--- src/shared/gupc_pkg.sv ---
// package for the upper pin configuration block: offsets, field layout,
// reset values and function-select codes.
// assumes a 32-bit apb register bus with byte addresses.
package gupc_pkg;
    localparam int          NPIN         = 5;
    localparam int          ADDR_W       = 12;
    localparam int          STRIDE       = 3;
    localparam int          SEL_W        = 3;
    // register byte offsets
    localparam logic [11:0] OFS_SELECT   = 12'h008;
    localparam logic [11:0] OFS_CFG      = 12'h00C;
    localparam logic [11:0] OFS_IRQ_STAT = 12'h020;
    localparam logic [11:0] OFS_IRQ_CLR  = 12'h024;
    localparam logic [11:0] OFS_IRQ_EN   = 12'h028;
    // field positions for the lowest pin (pin 5); higher pins add STRIDE
    localparam int          FLAG_LSB     = 16;
    localparam int          DRIVE_LSB    = 17;
    localparam int          LEVEL_LSB    = 18;
    localparam int          SEL_LSB      = 16;
    localparam int          RESERVED_BIT_HI      = 31;
    localparam int          RESERVED_BIT_LO      = 15;
    // reset values
    localparam logic [4:0]  RST_PINS     = 5'h00;
    localparam logic [14:0] RST_SEL      = 15'h0000;
    localparam logic [31:0] RST_WORD     = 32'h0000_0000;
    // function select codes
    localparam logic [2:0]  FSEL_INPUT   = 3'h0;
    localparam logic [2:0]  FSEL_OUTPUT  = 3'h7;
endpackage

--- src/shared/gupc_reg_if.sv ---
// register access bundle between the apb slave and the register file.
// assumes one clock; the slave drives strobes, the register file answers.
`timescale 1ns/1ps
`default_nettype none
interface gupc_reg_if;
    logic        wr_stb;
    logic [11:0] addr;
    logic [31:0] wdata;
    logic [31:0] rdata;
    logic        hit;
    modport slave (output wr_stb, output addr, output wdata, input rdata, input hit);
    modport regs  (input wr_stb, input addr, input wdata, output rdata, output hit);
endinterface
`default_nettype wire

--- src/rtl/gupc_pin_sync.sv ---
// pin level synchroniser and change detector for the five upper pins.
// assumes pins may change at any time relative to pclk.
`timescale 1ns/1ps
`default_nettype none
module gupc_pin_sync (
    input  wire logic       pclk,
    input  wire logic       presetn,
    input  wire logic [4:0] pin_in,
    output logic      [4:0] level,
    output logic      [4:0] change
);
    typedef struct packed {
        logic [4:0] meta;
        logic [4:0] level;
        logic [4:0] prev;
    } gupc_sync_s;

    gupc_sync_s s;
    gupc_sync_s next_s;

    always_comb begin
        next_s       = s;
        next_s.meta  = pin_in;
        // meta is read by the second stage only
        next_s.level = s.meta; // [RULE8]
        next_s.prev  = s.level;
    end

    always_ff @(posedge pclk or negedge presetn) begin
        if (!presetn) begin
            s <= '0;
        end else begin
            s <= next_s;
        end
    end

    assign level  = s.level;
    // one-cycle pulse when the synchronised sample differs from the last
    assign change = s.level ^ s.prev;
endmodule
`default_nettype wire

--- src/rtl/gupc_apb_slave.sv ---
// apb slave front end: zero-wait access, registered read data.
// assumes the register file answers rdata and hit combinationally.
`timescale 1ns/1ps
`default_nettype none
module gupc_apb_slave (
    input  wire logic        pclk,
    input  wire logic        presetn,
    input  wire logic        psel,
    input  wire logic        penable,
    input  wire logic        pwrite,
    input  wire logic [11:0] paddr,
    input  wire logic [31:0] pwdata,
    output logic      [31:0] prdata,
    output logic             pready,
    output logic             pslverr,
    gupc_reg_if.slave        bus
);
    typedef struct packed {
        logic [31:0] rdata;
        logic        err;
    } gupc_apb_s;

    gupc_apb_s s;
    gupc_apb_s next_s;

    always_comb begin
        next_s = s;
        // sample at setup so prdata comes straight from a flop
        if (psel && !penable) begin
            next_s.rdata = pwrite ? gupc_pkg::RST_WORD : bus.rdata;
            next_s.err   = !bus.hit;
        end
    end

    always_ff @(posedge pclk or negedge presetn) begin
        if (!presetn) begin
            s <= '0;
        end else begin
            s <= next_s;
        end
    end

    assign bus.addr   = paddr;
    assign bus.wdata  = pwdata;
    assign bus.wr_stb = psel && penable && pwrite && !s.err;
    assign pready     = 1'b1;
    assign pslverr    = psel && penable && s.err;
    assign prdata     = s.rdata;
endmodule
`default_nettype wire

--- src/rtl/gupc_top.sv ---
// upper pin configuration block: pins 5 to 9, level, drive, change flag,
// function select and a maskable change interrupt, over apb.
// assumes pins sampled into pclk here; index 0 of every vector is pin 5.
//
// Functional notes
// [RULE1] Bits 31 and 15 of the configuration word ignore writes and read zero.
// [RULE2] Bits 30, 27, 24, 21, 18 read the present level of pins 9 to 5, zero after reset.
// [RULE3] A pin selected as plain output drives its stored drive bit (29, 26, 23, 20, 17), zero after reset.
// [RULE4] A level change on a pin sets its change flag (28, 25, 22, 19, 16), zero after reset.
// [RULE5] A set change flag also sets the pin's system interrupt bit, only when that source is enabled.
// [RULE6] Writing 1 to a change flag clears it until the next level change on its pin.
// [RULE7] Select code 000 makes a pin an input, 111 a plain output, other codes route internal functions.
// [RULE8] Pins are synchronised, changes found by comparing samples, and writing 0 to a flag does nothing.
`timescale 1ns/1ps
`default_nettype none
module gupc_top (
    input  wire logic        pclk,
    input  wire logic        presetn,
    input  wire logic        psel,
    input  wire logic        penable,
    input  wire logic        pwrite,
    input  wire logic [11:0] paddr,
    input  wire logic [31:0] pwdata,
    output logic      [31:0] prdata,
    output logic             pready,
    output logic             pslverr,
    input  wire logic [4:0]  pin_in,
    output logic      [4:0]  pin_out,
    output logic      [4:0]  pin_oe,
    input  wire logic [4:0]  func_out,
    input  wire logic [4:0]  func_oe,
    output logic      [4:0]  system_pin_change_irq,
    output logic             irq
);
    typedef struct packed {
        logic [4:0]  drive;
        logic [4:0]  flag;
        logic [14:0] sel;
        logic [4:0]  irq_stat;
        logic [4:0]  irq_en;
        logic [4:0]  pin_out;
        logic [4:0]  pin_oe;
    } gupc_top_s;

    gupc_top_s   s;
    gupc_top_s   next_s;
    logic [4:0]  level;
    logic [4:0]  change;
    logic        sel_wr;
    logic        cfg_wr;
    logic        clr_wr;
    logic        en_wr;

    gupc_reg_if bus ();

    function automatic int flag_pos(input int k);
        flag_pos = gupc_pkg::FLAG_LSB + k * gupc_pkg::STRIDE;
    endfunction

    function automatic int drive_pos(input int k);
        drive_pos = gupc_pkg::DRIVE_LSB + k * gupc_pkg::STRIDE;
    endfunction

    function automatic int level_pos(input int k);
        level_pos = gupc_pkg::LEVEL_LSB + k * gupc_pkg::STRIDE;
    endfunction

    gupc_apb_slave u_apb (
        .pclk    (pclk),
        .presetn (presetn),
        .psel    (psel),
        .penable (penable),
        .pwrite  (pwrite),
        .paddr   (paddr),
        .pwdata  (pwdata),
        .prdata  (prdata),
        .pready  (pready),
        .pslverr (pslverr),
        .bus     (bus.slave)
    );

    gupc_pin_sync u_sync (
        .pclk    (pclk),
        .presetn (presetn),
        .pin_in  (pin_in),
        .level   (level),
        .change  (change)
    );

    assign sel_wr = bus.wr_stb && (bus.addr == gupc_pkg::OFS_SELECT);
    assign cfg_wr = bus.wr_stb && (bus.addr == gupc_pkg::OFS_CFG);
    assign clr_wr = bus.wr_stb && (bus.addr == gupc_pkg::OFS_IRQ_CLR);
    assign en_wr  = bus.wr_stb && (bus.addr == gupc_pkg::OFS_IRQ_EN);

    // address decode: status is read-only, the clear register write-only
    always_comb begin
        bus.hit = (bus.addr == gupc_pkg::OFS_SELECT)
               || (bus.addr == gupc_pkg::OFS_CFG)
               || (bus.addr == gupc_pkg::OFS_IRQ_STAT)
               || (bus.addr == gupc_pkg::OFS_IRQ_CLR)
               || (bus.addr == gupc_pkg::OFS_IRQ_EN);
    end

    // read mux; unlisted bits, including 31 and 15, stay zero
    always_comb begin
        bus.rdata = gupc_pkg::RST_WORD; // [RULE1]
        case (bus.addr)
            gupc_pkg::OFS_SELECT: begin
                bus.rdata[gupc_pkg::SEL_LSB +: 15] = s.sel;
            end
            gupc_pkg::OFS_CFG: begin
                for (int k = 0; k < gupc_pkg::NPIN; k++) begin
                    bus.rdata[level_pos(k)] = level[k]; // [RULE2]
                    bus.rdata[drive_pos(k)] = s.drive[k];
                    bus.rdata[flag_pos(k)]  = s.flag[k];
                end
            end
            gupc_pkg::OFS_IRQ_STAT: begin
                bus.rdata[4:0] = s.irq_stat;
            end
            gupc_pkg::OFS_IRQ_EN: begin
                bus.rdata[4:0] = s.irq_en;
            end
            default: begin
                bus.rdata = gupc_pkg::RST_WORD;
            end
        endcase
    end

    always_comb begin
        next_s = s;
        if (en_wr) begin
            next_s.irq_en = bus.wdata[4:0];
        end
        if (sel_wr) begin
            next_s.sel = bus.wdata[gupc_pkg::SEL_LSB +: 15];
        end
        for (int k = 0; k < gupc_pkg::NPIN; k++) begin
            // level bits are not stored, so writes to them are lost
            if (cfg_wr) begin
                next_s.drive[k] = bus.wdata[drive_pos(k)]; // [RULE3]
            end
            // writing 0 leaves the flag alone
            if (cfg_wr && bus.wdata[flag_pos(k)]) begin
                next_s.flag[k] = 1'b0; // [RULE6] [RULE8]
            end
            // a change in the clearing cycle still sets the flag
            if (change[k]) begin
                next_s.flag[k] = 1'b1; // [RULE4]
            end
            if (clr_wr && bus.wdata[k]) begin
                next_s.irq_stat[k] = 1'b0;
            end
            if (change[k] && s.irq_en[k]) begin
                next_s.irq_stat[k] = 1'b1; // [RULE5]
            end
            case (next_s.sel[k*gupc_pkg::SEL_W +: gupc_pkg::SEL_W])
                gupc_pkg::FSEL_INPUT: begin
                    next_s.pin_out[k] = 1'b0; // [RULE7]
                    next_s.pin_oe[k]  = 1'b0;
                end
                gupc_pkg::FSEL_OUTPUT: begin
                    next_s.pin_out[k] = next_s.drive[k]; // [RULE3] [RULE7]
                    next_s.pin_oe[k]  = 1'b1;
                end
                default: begin
                    // internal function owns the pin
                    next_s.pin_out[k] = func_out[k]; // [RULE7]
                    next_s.pin_oe[k]  = func_oe[k];
                end
            endcase
        end
    end

    always_ff @(posedge pclk or negedge presetn) begin
        if (!presetn) begin
            s.drive    <= gupc_pkg::RST_PINS;
            s.flag     <= gupc_pkg::RST_PINS;
            s.sel      <= gupc_pkg::RST_SEL;
            s.irq_stat <= gupc_pkg::RST_PINS;
            s.irq_en   <= gupc_pkg::RST_PINS;
            s.pin_out  <= gupc_pkg::RST_PINS;
            s.pin_oe   <= gupc_pkg::RST_PINS;
        end else begin
            s <= next_s;
        end
    end

    assign pin_out               = s.pin_out;
    assign pin_oe                = s.pin_oe;
    assign system_pin_change_irq = s.irq_stat;
    assign irq                   = |(s.irq_stat & s.irq_en);
endmodule
`default_nettype wire

--- config.mk ---
export PLATFORM = sky130hd
export DESIGN_NAME = gupc_top
export DESIGN_NICKNAME = d
export VERILOG_FILES = /design/src/shared/gupc_pkg.sv /design/src/shared/gupc_reg_if.sv /design/src/rtl/gupc_pin_sync.sv /design/src/rtl/gupc_apb_slave.sv /design/src/rtl/gupc_top.sv
export SDC_FILE = /design/constraint.sdc
export NUM_CORES = 1
export LEC_CHECK = 0
export BUFFER_PORTS_ARGS = -buffer_cell sky130_fd_sc_hd__buf_2
export CAP_MARGIN = 5
export CORE_ASPECT_RATIO = 0.9
export CORE_MARGIN = 2
export CORE_UTILIZATION = 30
export DETAILED_ROUTE_END_ITERATION = 8
export MAX_ROUTING_LAYER = met4
export SYNTH_ARGS = -nofsm -noshare
export SYNTH_HDL_FRONTEND = slang
export SYNTH_SLANG_ARGS = --single-unit
--- constraint.sdc ---
create_clock -name pclk -period 2.5 [get_ports pclk]
set_input_delay 0.5 -clock pclk [delete_from_list [all_inputs] [get_ports pclk]]
set_output_delay 0.5 -clock pclk [all_outputs]
set_load 0.02 [all_outputs]
Word level (Yosys, flattened, before mapping)
Cells that the tools add are included.

Flip-flop bits (word level): 93. Input port bits: 64. Output and inout bits: 50. Word-level logic and storage cells: 118.

Equal/unequal tests: 10. Muxes and demuxes: 39. Bitwise operators: 2. Reductions and logical operators: 47.

Operators by type and width (count): $eq A12 B6 Y1 const B (3); $mux W31 (1); $pmux W15 S2 (1); $mux W1 (25); $eq A12 B4 Y1 const B (2); $logic_and A1 B1 Y1 (24); $pmux W1 S2 (10); $reduce_bool A2 Y1 (10); $eq A3 B3 Y1 const B (5); $logic_not A3 Y1 (5); $mux W15 (1); $pmux W5 S2 (1); $and A5 B5 Y5 (1); $reduce_or A5 Y1 (1); $xor A5 B5 Y5 (1); $logic_or A1 B1 Y1 (4); $logic_not A1 Y1 (3).

Logic depth before layout (Yosys ltp)
Gate-level depths: netlist of the first run.

Word-level depth: 7. Depth in mapped cells: 7. Gate-level depth less buffers: 5.

Cells and area by module
A second synthesis of the first run with hierarchy kept.

Cell total of the unflattened synthesis: 434. Area total of the unflattened synthesis: 5178.7 um^2.

Modules (own cells, without submodules): gupc_top (times used 1, cells each 222, area an instance 2499.9 um^2, sequential area each 1126.1 um^2); gupc_apb_slave (times used 1, cells each 187, area an instance 2222.1 um^2, sequential area each 825.8 um^2); gupc_pin_sync (times used 1, cells each 25, area an instance 456.7 um^2, sequential area each 375.4 um^2).

Least setup slack after synthesis of the first run
Ideal clock, no wire load.

Kind: input port to flip-flop. Start point: in paddr[9]. End point: reg pin_out[1] (netlist name). Library setup time: 0.121 ns. Arrival: 1.969 ns. Data required time: 2.379 ns. Path slack: 0.410 ns. Stages on the path: 7. Path buffers: 2. Path through: nor4_4 > nand3b_2 > or4_1 > clkbuf_2 > buf_6 > mux2i_1 > a22o_1.

RTL lines: start: declaration (line gupc_top.sv:22) `input wire logic [11:0] paddr,`.

==> flow_results.xml, run 1 <==
<?xml version="1.0" encoding="UTF-8"?>
<metrics>
  <group name="yosys">
    <metric name="post-synth-top-area-cell" unit="">sky130_fd_sc_hd__dfrtp_1</metric>
    <metric name="ys_seq_elements" unit="">81</metric>
    <metric name="async_s_r_ff_share_synth" unit="%">100</metric>
    <metric name="synthFlopType" unit="">sky130_fd_sc_hd__dfrtp_1</metric>
    <metric name="post-synth-top-area-fraction" unit="%">52.6</metric>
    <metric name="synth_enable_flop_cells" unit="">0</metric>
    <metric name="synth_cell_types" unit="">32</metric>
    <metric name="synth_area_per_cell" unit="sq um">11.4</metric>
    <metric name="synthesis.yosys.warnings" unit="">0</metric>
    <metric name="synth.cell_area" unit="sq um">3860</metric>
    <metric name="synth.area.top_cells" unit="">sky130_fd_sc_hd__dfrtp_1 (53%), sky130_fd_sc_hd__buf_4 (9.5%), sky130_fd_sc_hd__mux2i_1 (7.8%)</metric>
    <metric name="ys_seq_area_share" unit="%">52.6</metric>
    <metric name="syn_inst" unit="">339</metric>
  </group>
  <group name="clock_network">
    <metric name="cts_tree" unit="">yes</metric>
    <metric name="cts_sinks" unit="">81</metric>
    <metric name="cts-hold-fix-buffers" unit="">0</metric>
    <metric name="clk_pin_slew_worst_paths" unit="ns">0.06</metric>
    <metric name="cts_made_buffers" unit="">9</metric>
    <metric name="h-tree-depth" unit="">3</metric>
    <metric name="postCtsSetupRepairBufs" unit="">0</metric>
    <metric name="clockRootBuffer" unit="">sky130_fd_sc_hd__clkbuf_16</metric>
    <metric name="buffer_depth_of_the_longest_clock_path" unit="">2</metric>
    <metric name="clk-insertion-delay-late" unit="ns">0.34</metric>
    <metric name="cts_repair_resize_count" unit="">0</metric>
  </group>
  <group name="floorplanning">
    <metric name="die_area" unit="sq um">13800</metric>
    <metric name="die-width" unit="microns">124</metric>
    <metric name="fp.dieH" unit="microns">112</metric>
    <metric name="initial_cell_density_of_the_core" unit="%">30.5</metric>
    <metric name="rows" unit="">39</metric>
    <metric name="core_area" unit="sq um">12600</metric>
    <metric name="io-pin-count" unit="">114</metric>
  </group>
  <group name="drt">
    <metric name="post-route-drc-count" unit="">0</metric>
    <metric name="m1WireLength" unit="mm">3.59</metric>
    <metric name="met2_length" unit="mm">3.83</metric>
    <metric name="drt-pass1-iter-count" unit="">5</metric>
    <metric name="route.top_layer_used" unit="">met4</metric>
    <metric name="detail-route-antenna-nets" unit="">0</metric>
    <metric name="met3RoutedLength" unit="microns">608</metric>
    <metric name="drt_iter0_drc" unit="">126</metric>
    <metric name="drt-vias-per-instance" unit="">4.59</metric>
    <metric name="wirelength_routed" unit="mm">8.13</metric>
    <metric name="total_via_count_in_the_routed_design" unit="">2614</metric>
    <metric name="post_drt_wl_per_cell" unit="microns">14.3</metric>
  </group>
  <group name="global_routing">
    <metric name="grt_antenna_before_repair" unit="">0</metric>
    <metric name="vias_in_the_first_global_route" unit="">2609</metric>
    <metric name="grt_pass1_wl" unit="mm">13.3</metric>
    <metric name="globalRouteTotalUtil" unit="%">13.1</metric>
    <metric name="globalRoute.totalOverflow" unit="">0</metric>
    <metric name="maximum_number_of_pins_on_one_net_before_global_route_repair" unit="">49</metric>
  </group>
  <group name="critical_path">
    <metric name="slowest_delay" unit="ns">0.62</metric>
    <metric name="end_kind" unit="">flip-flop</metric>
    <metric name="crit_family" unit="">simple AND/OR/NAND/NOR gates</metric>
    <metric name="start_kind" unit="">flip-flop</metric>
    <metric name="timing.critical_path.buf_inv" unit="">1</metric>
    <metric name="crit_path_max_fanout" unit="">30</metric>
    <metric name="r2r_cells" unit="">5</metric>
    <metric name="cp_cell_sequence" unit="">nand4b_1 -&gt; or4_1 -&gt; buf_12 -&gt; mux2i_1 -&gt; a22o_1</metric>
    <metric name="crit_type" unit="">flip-flop to flip-flop</metric>
    <metric name="crit_slowest_cell" unit="">sky130_fd_sc_hd__or4_1</metric>
    <metric name="cp_data_required_time" unit="ns">2.73</metric>
    <metric name="timing.critical_path.arrival" unit="ns">2.25</metric>
    <metric name="cp.depth" unit="">5</metric>
  </group>
  <group name="power_and_ir_drop">
    <metric name="leakage" unit="nW">2.42</metric>
    <metric name="p_sw_share" unit="%">22.9</metric>
    <metric name="share_seq_of_total_power" unit="%">47.1</metric>
    <metric name="internal-power" unit="W">0.00219</metric>
    <metric name="p_sw" unit="W">0.000649</metric>
    <metric name="power.share.clock" unit="%">47.1</metric>
    <metric name="maximum_resistive_drop_on_vdd" unit="mV">0.521</metric>
    <metric name="power.combinational.fraction" unit="%">5.8</metric>
    <metric name="p_per_area" unit="nW/um^2">626</metric>
  </group>
  <group name="timing">
    <metric name="hold_viol" unit="">0</metric>
    <metric name="final_critical_path_setup_slack" unit="ns">0.478</metric>
    <metric name="timing.fmax" unit="GHz">0.494</metric>
    <metric name="post-route-period-util" unit="%">80.9</metric>
    <metric name="finalMaxSlewViolations" unit="">0</metric>
    <metric name="worst_clock_skew" unit="ns">0.00524</metric>
    <metric name="finalCriticalPeriod" unit="ns">2.02</metric>
    <metric name="fin_tns_setup" unit="ns">0</metric>
    <metric name="max_slew.worst_pin.slew" unit="ns">0.586</metric>
    <metric name="worst_hold_margin" unit="ns">0.101</metric>
    <metric name="finalSetupViolCount" unit="">0</metric>
    <metric name="rsz0062_at_grt" unit="">no</metric>
    <metric name="timing.slew.headroom" unit="%">60.9</metric>
  </group>
  <group name="layout">
    <metric name="layout.cells.most_common" unit="">sky130_fd_sc_hd__buf_2</metric>
    <metric name="syn_to_layout_area_delta" unit="%">17.4</metric>
    <metric name="util_after_layout" unit="%">35.8</metric>
    <metric name="layout.nets" unit="">464</metric>
    <metric name="layout_common_cells" unit="">sky130_fd_sc_hd__buf_2 (87), sky130_fd_sc_hd__dfrtp_1 (81), sky130_fd_sc_hd__nand2_1 (48)</metric>
    <metric name="layout.filler_cells" unit="">1254</metric>
    <metric name="drive_gt1_share" unit="%">35.1</metric>
    <metric name="final-instance-count-excl-fill" unit="">569</metric>
    <metric name="insertedDiodeCount" unit="">0</metric>
  </group>
  <group name="placed_design">
    <metric name="detailed_place_hpwl" unit="mm">5.95</metric>
    <metric name="detailedPlace.worstSlack" unit="ns">0.128</metric>
    <metric name="io_buffers" unit="">88</metric>
    <metric name="numPlacedInstances" unit="">553</metric>
    <metric name="finalWeightedCongestion" unit="">0.777</metric>
  </group>
  <group name="min_path">
    <metric name="hold_path.class" unit="">primary input to asynchronous set/reset pin</metric>
  </group>
  <group name="flow_run">
    <metric name="cap_violations" unit="">0</metric>
  </group>
  <group name="run_status">
    <metric name="status" unit="">completed</metric>
  </group>
</metrics>
==> power by group through the flow <==
stage | sequential (W) | combinational [W] | clock [W]
2_1_floorplan | 0.00136 | 0.0000836 | 0
3_3_place_gp | 0.00136 | 0.000168 | 0
3_5_place_dp | 0.00136 | 0.000170 | 0
4_1_cts | 0.00134 | 0.000170 | 0.00138
5_1_grt | 0.00134 | 0.000187 | 0.00144
6_report | 0.00134 | 0.000165 | 0.00134
==> cell families after synthesis <==
group                     after synthesis  share of synthesized area [%]
other                                   2                          0.195
muxes                                  55                           15.1
DFF                                    81                           52.6
and+or+nand+nor                        88                           11.7
buffers and inverters                  64                           11.5
AOI/OAI and AO/OA                      44                           7.85
xor gates and xnor gates                5                           1.14
==> layer usage <==
metal / GRT usage (%) / vias up
met4: 3.56 / 0
met5: - / -
met3: 5.58 / 8
met2: 19.7 / 88
met1: 16.2 / 1276
li1: - / 1242
==> state kept, by name, summed over array words and instances, names as in the netlist <==
register,cells
pin_out,5
pin_oe,5
s,30
u_apb.s,1
u_apb.prdata,20
u_sync.next_s,5
u_sync.level,5
system_pin_change_irq,5
u_sync.s,5
==> synth_stat cells, types with 2 or more instances <==
library cell	instances
sky130_fd_sc_hd__o21ai_0	17
sky130_fd_sc_hd__clkbuf_1	5
sky130_fd_sc_hd__or3_1	12
sky130_fd_sc_hd__a21o_1	5
sky130_fd_sc_hd__inv_1	6
sky130_fd_sc_hd__nor3_1	3
sky130_fd_sc_hd__xor2_1	5
sky130_fd_sc_hd__mux2i_1	30
sky130_fd_sc_hd__mux2_2	25
sky130_fd_sc_hd__a22oi_1	6
sky130_fd_sc_hd__buf_4	49
sky130_fd_sc_hd__a22o_1	10
sky130_fd_sc_hd__conb_1	2
sky130_fd_sc_hd__nand3_1	11
sky130_fd_sc_hd__or4_1	2
sky130_fd_sc_hd__buf_6	2
sky130_fd_sc_hd__nand2_1	48
sky130_fd_sc_hd__nor4_1	2
sky130_fd_sc_hd__dfrtp_1	81
sky130_fd_sc_hd__nor4_4	2
sky130_fd_sc_hd__o21bai_1	5
==> area by class of cell <==
cell class	instances	area (sq um)	share of cell area, %
clock buffer	10	239	5.28
timing repair buffer	97	536	11.8
tap	164	205	4.53
inverter	6	22.5	0.498
multi-input combinational	205	1430	31.6
clock inverter	6	67.6	1.49
sequential	81	2030	44.8
==> path summary, 6_finish.rpt <==
check	start	end	slack, ns
worst max-delay path	u_apb.s[0]$_DFFE_PN0P_	pin_out[1]$_DFF_PN0_	0.48
worst min-delay path	presetn	s[35]$_DFFE_PN0P_	0.10
worst max register to register	u_apb.s[0]$_DFFE_PN0P_	pin_out[1]$_DFF_PN0_	0.48
worst min register to register	u_sync.next_s[9]$_DFF_PN0_	u_sync.level[4]$_DFF_PN0_	0.35
max in group asynchronous	presetn	s[22]$_DFF_PN0_	1.77
min in group pclk	pin_in[4]	u_sync.next_s[9]$_DFF_PN0_	0.26
==> stage by stage <==
stage | total power, W | area (sq um)
after floorplan | 0.00144 | 3900
after global placement | 0.00153 | 4220
after detailed placement | 0.00153 | 4220
after CTS | 0.00289 | 4530
after global routing | 0.00296 | 4530
final | 0.00284 | 4530
Note: power is estimated with default switching activity, not from simulation.
==> run 2: changes to the inputs <==
==> constraint.sdc (replaced) <==
create_clock -name pclk -period 1.98 [get_ports pclk]
set_input_delay 0.396 -clock pclk [delete_from_list [all_inputs] [get_ports pclk]]
set_output_delay 0.396 -clock pclk [all_outputs]
set_load 0.02 [all_outputs]
==> run 2 against run 1 <==
Against the previous run: flip-flop and latch count unchanged; critical endpoint unchanged; hold slack gained 0.069 ns; count of clock-buffer cells in the layout rose by 1.
==> flow_results.xml, run 2 (synthesis results as in run 1) <==
<?xml version="1.0" encoding="UTF-8"?>
<metrics>
  <group name="power_and_ir_drop">
    <metric name="leakage" unit="nW">2.52</metric>
    <metric name="design_power_total" unit="W">0.00378</metric>
    <metric name="p_per_area" unit="nW/um^2">803</metric>
    <metric name="maximum_resistive_drop_on_vdd" unit="mV">0.428</metric>
  </group>
  <group name="min_path">
    <metric name="hold_path.class" unit="">primary input to flip-flop</metric>
  </group>
  <group name="timing">
    <metric name="timing.fmax" unit="GHz">0.514</metric>
    <metric name="finalMaxSlewViolations" unit="">0</metric>
    <metric name="worst_clock_skew" unit="ns">0.00599</metric>
    <metric name="finalSetupViolCount" unit="">0</metric>
    <metric name="post-route-period-util" unit="%">98.2</metric>
    <metric name="rsz0062_at_grt" unit="">yes</metric>
    <metric name="hold_viol" unit="">0</metric>
    <metric name="finalCriticalPeriod" unit="ns">1.94</metric>
    <metric name="worst_hold_margin" unit="ns">0.170</metric>
  </group>
  <group name="placed_design">
    <metric name="detailed_place_hpwl" unit="mm">6.09</metric>
    <metric name="finalWeightedCongestion" unit="">0.786</metric>
    <metric name="numPlacedInstances" unit="">562</metric>
    <metric name="io_buffers" unit="">88</metric>
  </group>
  <group name="clock_network">
    <metric name="clk-insertion-delay-late" unit="ns">0.33</metric>
    <metric name="h-tree-depth" unit="">3</metric>
    <metric name="cts_tree" unit="">yes</metric>
    <metric name="clk_pin_slew_worst_paths" unit="ns">0.06</metric>
    <metric name="clockRootBuffer" unit="">sky130_fd_sc_hd__clkbuf_16</metric>
    <metric name="cts_made_buffers" unit="">9</metric>
    <metric name="buffer_depth_of_the_longest_clock_path" unit="">2</metric>
    <metric name="cts_sinks" unit="">81</metric>
  </group>
  <group name="drt">
    <metric name="drt-pass1-iter-count" unit="">4</metric>
    <metric name="drt_iter0_drc" unit="">71</metric>
    <metric name="post-route-drc-count" unit="">0</metric>
    <metric name="drt-vias-per-instance" unit="">4.60</metric>
    <metric name="total_via_count_in_the_routed_design" unit="">2666</metric>
    <metric name="detail-route-antenna-nets" unit="">0</metric>
    <metric name="wirelength_routed" unit="mm">8.48</metric>
    <metric name="post_drt_wl_per_cell" unit="microns">14.6</metric>
  </group>
  <group name="critical_path">
    <metric name="crit_type" unit="">primary input to flip-flop</metric>
    <metric name="crit_slowest_cell" unit="">sky130_fd_sc_hd__nor4_4</metric>
    <metric name="end_kind" unit="">flip-flop</metric>
    <metric name="crit_path_frequent_cell" unit="">sky130_fd_sc_hd__nor4_4</metric>
    <metric name="start_kind" unit="">primary input</metric>
    <metric name="cp_cell_sequence" unit="">buf_8 -&gt; nor4_4 -&gt; nand3b_4 -&gt; buf_6 -&gt; nor4_4 -&gt; buf_12 -&gt; mux2_4 -&gt; a22o_1</metric>
    <metric name="timing.critical_path.arrival" unit="ns">2.15</metric>
    <metric name="slowest_delay" unit="ns">0.37</metric>
    <metric name="cp_data_required_time" unit="ns">2.19</metric>
    <metric name="crit_path_max_fanout" unit="">6</metric>
  </group>
  <group name="global_routing">
    <metric name="globalRoute.totalOverflow" unit="">0</metric>
    <metric name="grt_pass1_wl" unit="mm">13.3</metric>
    <metric name="globalRouteTotalUtil" unit="%">13.0</metric>
    <metric name="grt_antenna_before_repair" unit="">0</metric>
    <metric name="maximum_number_of_pins_on_one_net_before_global_route_repair" unit="">45</metric>
    <metric name="vias_in_the_first_global_route" unit="">2671</metric>
  </group>
  <group name="run_status">
    <metric name="status" unit="">completed</metric>
  </group>
  <group name="floorplanning">
    <metric name="die-width" unit="microns">124</metric>
    <metric name="rows" unit="">39</metric>
    <metric name="initial_cell_density_of_the_core" unit="%">30.5</metric>
    <metric name="io-pin-count" unit="">114</metric>
    <metric name="fp.dieH" unit="microns">112</metric>
    <metric name="die_area" unit="sq um">13800</metric>
    <metric name="core_area" unit="sq um">12600</metric>
  </group>
  <group name="layout">
    <metric name="layout_common_cells" unit="">sky130_fd_sc_hd__buf_2 (85), sky130_fd_sc_hd__dfrtp_1 (81), sky130_fd_sc_hd__nand2_1 (48)</metric>
    <metric name="final-instance-count-excl-fill" unit="">579</metric>
    <metric name="syn_to_layout_area_delta" unit="%">22.1</metric>
    <metric name="top_register" unit="">s</metric>
    <metric name="largest_register_ff_count" unit="">30</metric>
    <metric name="layout.nets" unit="">476</metric>
    <metric name="insertedDiodeCount" unit="">0</metric>
    <metric name="util_after_layout" unit="%">37.3</metric>
    <metric name="layout.cells.most_common" unit="">sky130_fd_sc_hd__buf_2</metric>
    <metric name="drive_gt1_share" unit="%">36.1</metric>
  </group>
  <group name="flow_run">
    <metric name="cap_violations" unit="">0</metric>
  </group>
</metrics>
-- run 2: cell count changes in the layout (fill, tap and decap cells not counted), sizes merged --
| cell | before | now |
|---|---|---|
| clkinvlp | 2 | 0 |
| dlygate4sd3 | 0 | 1 |
| clkbuf | 10 | 11 |
| clkinv | 3 | 0 |
| buf | 97 | 108 |
| bufinv | 1 | 3 |
-- run 2: layout make-up --
cell class / count / area [sq um]
fillers: 1259 / 7930
multi-input cells: 205 / 1460
well taps: 164 / 205
inverters: 6 / 22.5
repair buffers: 109 / 664
clock inverters: 3 / 90.1
flip-flops and latches: 81 / 2030
clock buffers: 11 / 243
-- run 2: where the power goes --
group,total [W],switching [W],internal (W)
Clock,0.00187,0.000613,0.00125
Combinational,0.000228,0.000141,0.0000865
Sequential,0.00169,0.0000108,0.00168
-- run 2: final timing paths --
| check | startpoint | endpoint | slack [ns] | cells past startpoint |
|---|---|---|---|---|
| worst max-delay path | paddr[10] | pin_out[1]$_DFF_PN0_ | 0.04 | 8 |
| worst min-delay path | pin_in[0] | u_sync.next_s[5]$_DFF_PN0_ | 0.17 | 1 |
| worst max register to register | u_apb.s[0]$_DFFE_PN0P_ | pin_out[2]$_DFF_PN0_ | 0.08 | 5 |
| worst min register to register | u_sync.next_s[9]$_DFF_PN0_ | u_sync.level[4]$_DFF_PN0_ | 0.35 | 0 |
| max in group asynchronous | presetn | u_sync.next_s[7]$_DFF_PN0_ | 0.96 | 3 |
| min in group asynchronous | presetn | u_sync.next_s[5]$_DFF_PN0_ | 0.44 | 2 |
-- run 2: per-stage QoR --
| step | cell area (sq um) | setup slack [ns] | TNS, ns |
|---|---|---|---|
| 3_5_place_dp | 4300 | -0.256 | -4.26 |
| 4_1_cts | 4640 | 0.0173 | 0 |
| 6_report | 4710 | 0.0361 | 0 |
| 5_1_grt | 4710 | -0.0322 | -0.0504 |
| 3_3_place_gp | 4300 | -0.188 | -2.49 |
| 2_1_floorplan | 3900 | -0.00592 | -0.00592 |
-- run 2: worst max-delay path, delay by kind of cell --
kind,cells,cell delay [ns]
AND/OR/NAND/NOR,3,0.80
buffers and inverters,3,0.41
multiplexers,1,0.31
AO/OA/AOI/OAI,1,0.24
-- run 2: what timing repair did --
| action | CTS | global route |
|---|---|---|
| setup endpoints to repair | 0 | 5 |
| setup buffers | 0 | 2 |
| gates resized for setup | 0 | 13 |
| hold endpoints to repair | 11 | 0 |
| hold buffers | 1 | 0 |
-- run 2: layer usage --
layer | up-vias | wire length (microns) | GRT usage [%]
li1 | 1268 | - | -
met1 | 1307 | 3830 | 15.9
met2 | 81 | 4080 | 20.8
met3 | 10 | 466 | 3.69
met4 | 0 | 91 | 4.17
met5 | - | 0 | -
==> run 3: changes to the inputs <==
==> constraint.sdc (replaced) <==
create_clock -name pclk -period 1.98 [get_ports pclk]
set_input_delay 0.198 -clock pclk [delete_from_list [all_inputs] [get_ports pclk]]
set_output_delay 0.198 -clock pclk [all_outputs]
set_load 0.02 [all_outputs]
==> run 3 against run 2 <==
Against the previous run: critical endpoint unchanged; register-to-register slack is essentially flat; sequential power barely moved; hold slack got worse by 0.084 ns; final cell count grew 0.52%; largest cell class unchanged; sequential share of layout area up 0.22 points; count of clock-buffer cells in the layout shrank 1; setup slack improved by 0.035 ns; via count grew 0.60%.
==> flow_results.xml, run 3 (synthesis results as in run 1) <==
<?xml version="1.0" encoding="UTF-8"?>
<metrics>
  <group name="drt">
    <metric name="total_via_count_in_the_routed_design" unit="">2682</metric>
    <metric name="wirelength_routed" unit="mm">8.26</metric>
    <metric name="drt-pass1-iter-count" unit="">4</metric>
    <metric name="drt_iter0_drc" unit="">86</metric>
    <metric name="detail-route-antenna-nets" unit="">0</metric>
    <metric name="drt-vias-per-instance" unit="">4.61</metric>
    <metric name="post_drt_wl_per_cell" unit="microns">14.2</metric>
    <metric name="post-route-drc-count" unit="">0</metric>
  </group>
  <group name="timing">
    <metric name="worst_hold_margin" unit="ns">0.0867</metric>
    <metric name="finalCriticalPeriod" unit="ns">1.91</metric>
    <metric name="final_critical_path_setup_slack" unit="ns">0.0708</metric>
    <metric name="timing.fmax" unit="GHz">0.524</metric>
    <metric name="hold_viol" unit="">0</metric>
    <metric name="worst_clock_skew" unit="ns">0.00454</metric>
    <metric name="finalMaxSlewViolations" unit="">0</metric>
    <metric name="finalSetupViolCount" unit="">0</metric>
    <metric name="post-route-period-util" unit="%">96.4</metric>
  </group>
  <group name="floorplanning">
    <metric name="initial_cell_density_of_the_core" unit="%">30.5</metric>
    <metric name="core_area" unit="sq um">12600</metric>
    <metric name="rows" unit="">39</metric>
    <metric name="die_area" unit="sq um">13800</metric>
    <metric name="fp.dieH" unit="microns">112</metric>
    <metric name="io-pin-count" unit="">114</metric>
    <metric name="die-width" unit="microns">124</metric>
  </group>
  <group name="power_and_ir_drop">
    <metric name="internal-power" unit="W">0.00302</metric>
    <metric name="share_seq_of_total_power" unit="%">44.2</metric>
    <metric name="p_per_area" unit="nW/um^2">814</metric>
    <metric name="maximum_resistive_drop_on_vdd" unit="mV">0.595</metric>
    <metric name="power.combinational.fraction" unit="%">5.9</metric>
    <metric name="p_sw_share" unit="%">20.8</metric>
    <metric name="power.share.clock" unit="%">49.9</metric>
    <metric name="leakage" unit="nW">2.50</metric>
    <metric name="p_sw" unit="W">0.000793</metric>
  </group>
  <group name="placed_design">
    <metric name="numPlacedInstances" unit="">559</metric>
    <metric name="area_of_placed_instances" unit="sq um">4260</metric>
    <metric name="detailedPlace.worstSlack" unit="ns">-0.0418</metric>
    <metric name="detailed_place_hpwl" unit="mm">6.03</metric>
    <metric name="finalWeightedCongestion" unit="">0.801</metric>
    <metric name="io_buffers" unit="">88</metric>
  </group>
  <group name="critical_path">
    <metric name="cp_data_required_time" unit="ns">2.20</metric>
    <metric name="cp_cell_sequence" unit="">nand4b_1 -&gt; or4_4 -&gt; buf_12 -&gt; mux2i_1 -&gt; a22o_1</metric>
    <metric name="slowest_delay" unit="ns">0.58</metric>
    <metric name="start_kind" unit="">flip-flop</metric>
    <metric name="crit_path_max_fanout" unit="">30</metric>
    <metric name="crit_slowest_cell" unit="">sky130_fd_sc_hd__or4_4</metric>
    <metric name="end_kind" unit="">flip-flop</metric>
    <metric name="timing.critical_path.arrival" unit="ns">2.13</metric>
    <metric name="crit_type" unit="">flip-flop to flip-flop</metric>
  </group>
  <group name="layout">
    <metric name="top_register" unit="">s</metric>
    <metric name="layout_common_cells" unit="">sky130_fd_sc_hd__buf_2 (87), sky130_fd_sc_hd__dfrtp_1 (81), sky130_fd_sc_hd__nand2_1 (48)</metric>
    <metric name="syn_to_layout_area_delta" unit="%">21.5</metric>
    <metric name="layout.nets" unit="">477</metric>
    <metric name="drive_gt1_share" unit="%">35.7</metric>
    <metric name="layout.cells.most_common" unit="">sky130_fd_sc_hd__buf_2</metric>
    <metric name="final-instance-count-excl-fill" unit="">582</metric>
    <metric name="largest_register_ff_count" unit="">30</metric>
    <metric name="layout.filler_cells" unit="">1275</metric>
    <metric name="post-route-cell-area" unit="sq um">4680</metric>
  </group>
  <group name="clock_network">
    <metric name="buffer_depth_of_the_longest_clock_path" unit="">2</metric>
    <metric name="cts_sinks" unit="">81</metric>
    <metric name="clk_pin_slew_worst_paths" unit="ns">0.06</metric>
    <metric name="cts_tree" unit="">yes</metric>
    <metric name="h-tree-depth" unit="">3</metric>
    <metric name="clockRootBuffer" unit="">sky130_fd_sc_hd__clkbuf_16</metric>
    <metric name="clk-insertion-delay-late" unit="ns">0.33</metric>
    <metric name="cts_made_buffers" unit="">9</metric>
  </group>
  <group name="global_routing">
    <metric name="globalRoute.totalOverflow" unit="">0</metric>
    <metric name="maximum_number_of_pins_on_one_net_before_global_route_repair" unit="">49</metric>
    <metric name="grt_pass1_wl" unit="mm">13.4</metric>
    <metric name="vias_in_the_first_global_route" unit="">2691</metric>
    <metric name="globalRouteTotalUtil" unit="%">13.2</metric>
    <metric name="grt_antenna_before_repair" unit="">1</metric>
  </group>
  <group name="min_path">
    <metric name="hold_path.class" unit="">primary input to flip-flop</metric>
  </group>
  <group name="flow_run">
    <metric name="cap_violations" unit="">0</metric>
  </group>
  <group name="run_status">
    <metric name="status" unit="">completed</metric>
  </group>
</metrics>
==> run 3: changes by cell type in the layout (fill, tap and decap cells not counted), sizes merged <==
| cell | delta |
|---|---|
| diode | +1 |
| buf | -4 |
| dlygate4sd3 | +5 |
| clkbuf | -1 |
| clkinv | +2 |
==> run 3: power by group through the flow <==
stage | logic [W] | registers, W | clock network [W]
after CTS | 0.000232 | 0.00169 | 0.00196
after detailed placement | 0.000223 | 0.00172 | 0
after global placement | 0.000219 | 0.00172 | 0
final | 0.000225 | 0.00169 | 0.00190
after global routing | 0.000253 | 0.00169 | 0.00203
after floorplan | 0.000106 | 0.00171 | 0
==> run 3: worst max-delay path, delay by kind of cell (launching register included) <==
kind | cells | cell delay, ns
multiplexers | 1 | 0.15
buffers and inverters | 1 | 0.20
AND/OR/NAND/NOR | 2 | 0.84
flip-flops | 1 | 0.37
AO/OA/AOI/OAI | 1 | 0.23
==> run 3: cell type report <==
class	count	area, sq um	area share (%)
antenna	1	2.50	0.0534
tap	164	205	4.38
sequential	81	2030	43.3
timing repair buffer	110	652	13.9
clock inverter	5	104	2.22
multi-input combinational	205	1430	30.6
inverter	6	22.5	0.481
clock buffer	10	239	5.10
==> run 3: through the flow <==
stage | TNS (ns) | power (W) | utilization (%)
global placement | -0.00526 | 0.00193 | 33.7
detailed placement | -0.0967 | 0.00194 | 33.7
global route | -0.00580 | 0.00397 | 37.1
CTS | -0.00911 | 0.00388 | 36.9
floorplan | 0 | 0.00182 | -
finish | 0 | 0.00381 | 37.1
==> run 3: worst paths after layout <==
check,endpoint,cells after the start,startpoint,slack (ns)
setup / recovery,pin_out[1]$_DFF_PN0_,5,u_apb.s[0]$_DFFE_PN0P_,0.07
hold reg to reg,u_sync.level[1]$_DFF_PN0_,0,u_sync.next_s[6]$_DFF_PN0_,0.34
min in group asynchronous,u_sync.next_s[5]$_DFF_PN0_,2,presetn,0.35
max in group asynchronous,pin_oe[0]$_DFF_PN0_,3,presetn,1.00
setup reg to reg,pin_out[1]$_DFF_PN0_,5,u_apb.s[0]$_DFFE_PN0P_,0.07
hold / removal,pin_out[2]$_DFF_PN0_,2,func_out[2],0.09
==> run 3: metal layers <==
layer / track usage, % / share of wire, %
met2: 20.4 / 48
met5: - / 0
met3: 4.61 / 6.5
met1: 15.9 / 44
met4: 4.47 / 1.3
==> run 3: repair_timing <==
action	4_1_cts	5_1_grt
hold endpoints to repair	38	0
resized for setup	0	2
setup endpoints to repair	1	5
hold buffers	6	0
pin swaps	0	1
setup buffers	0	1
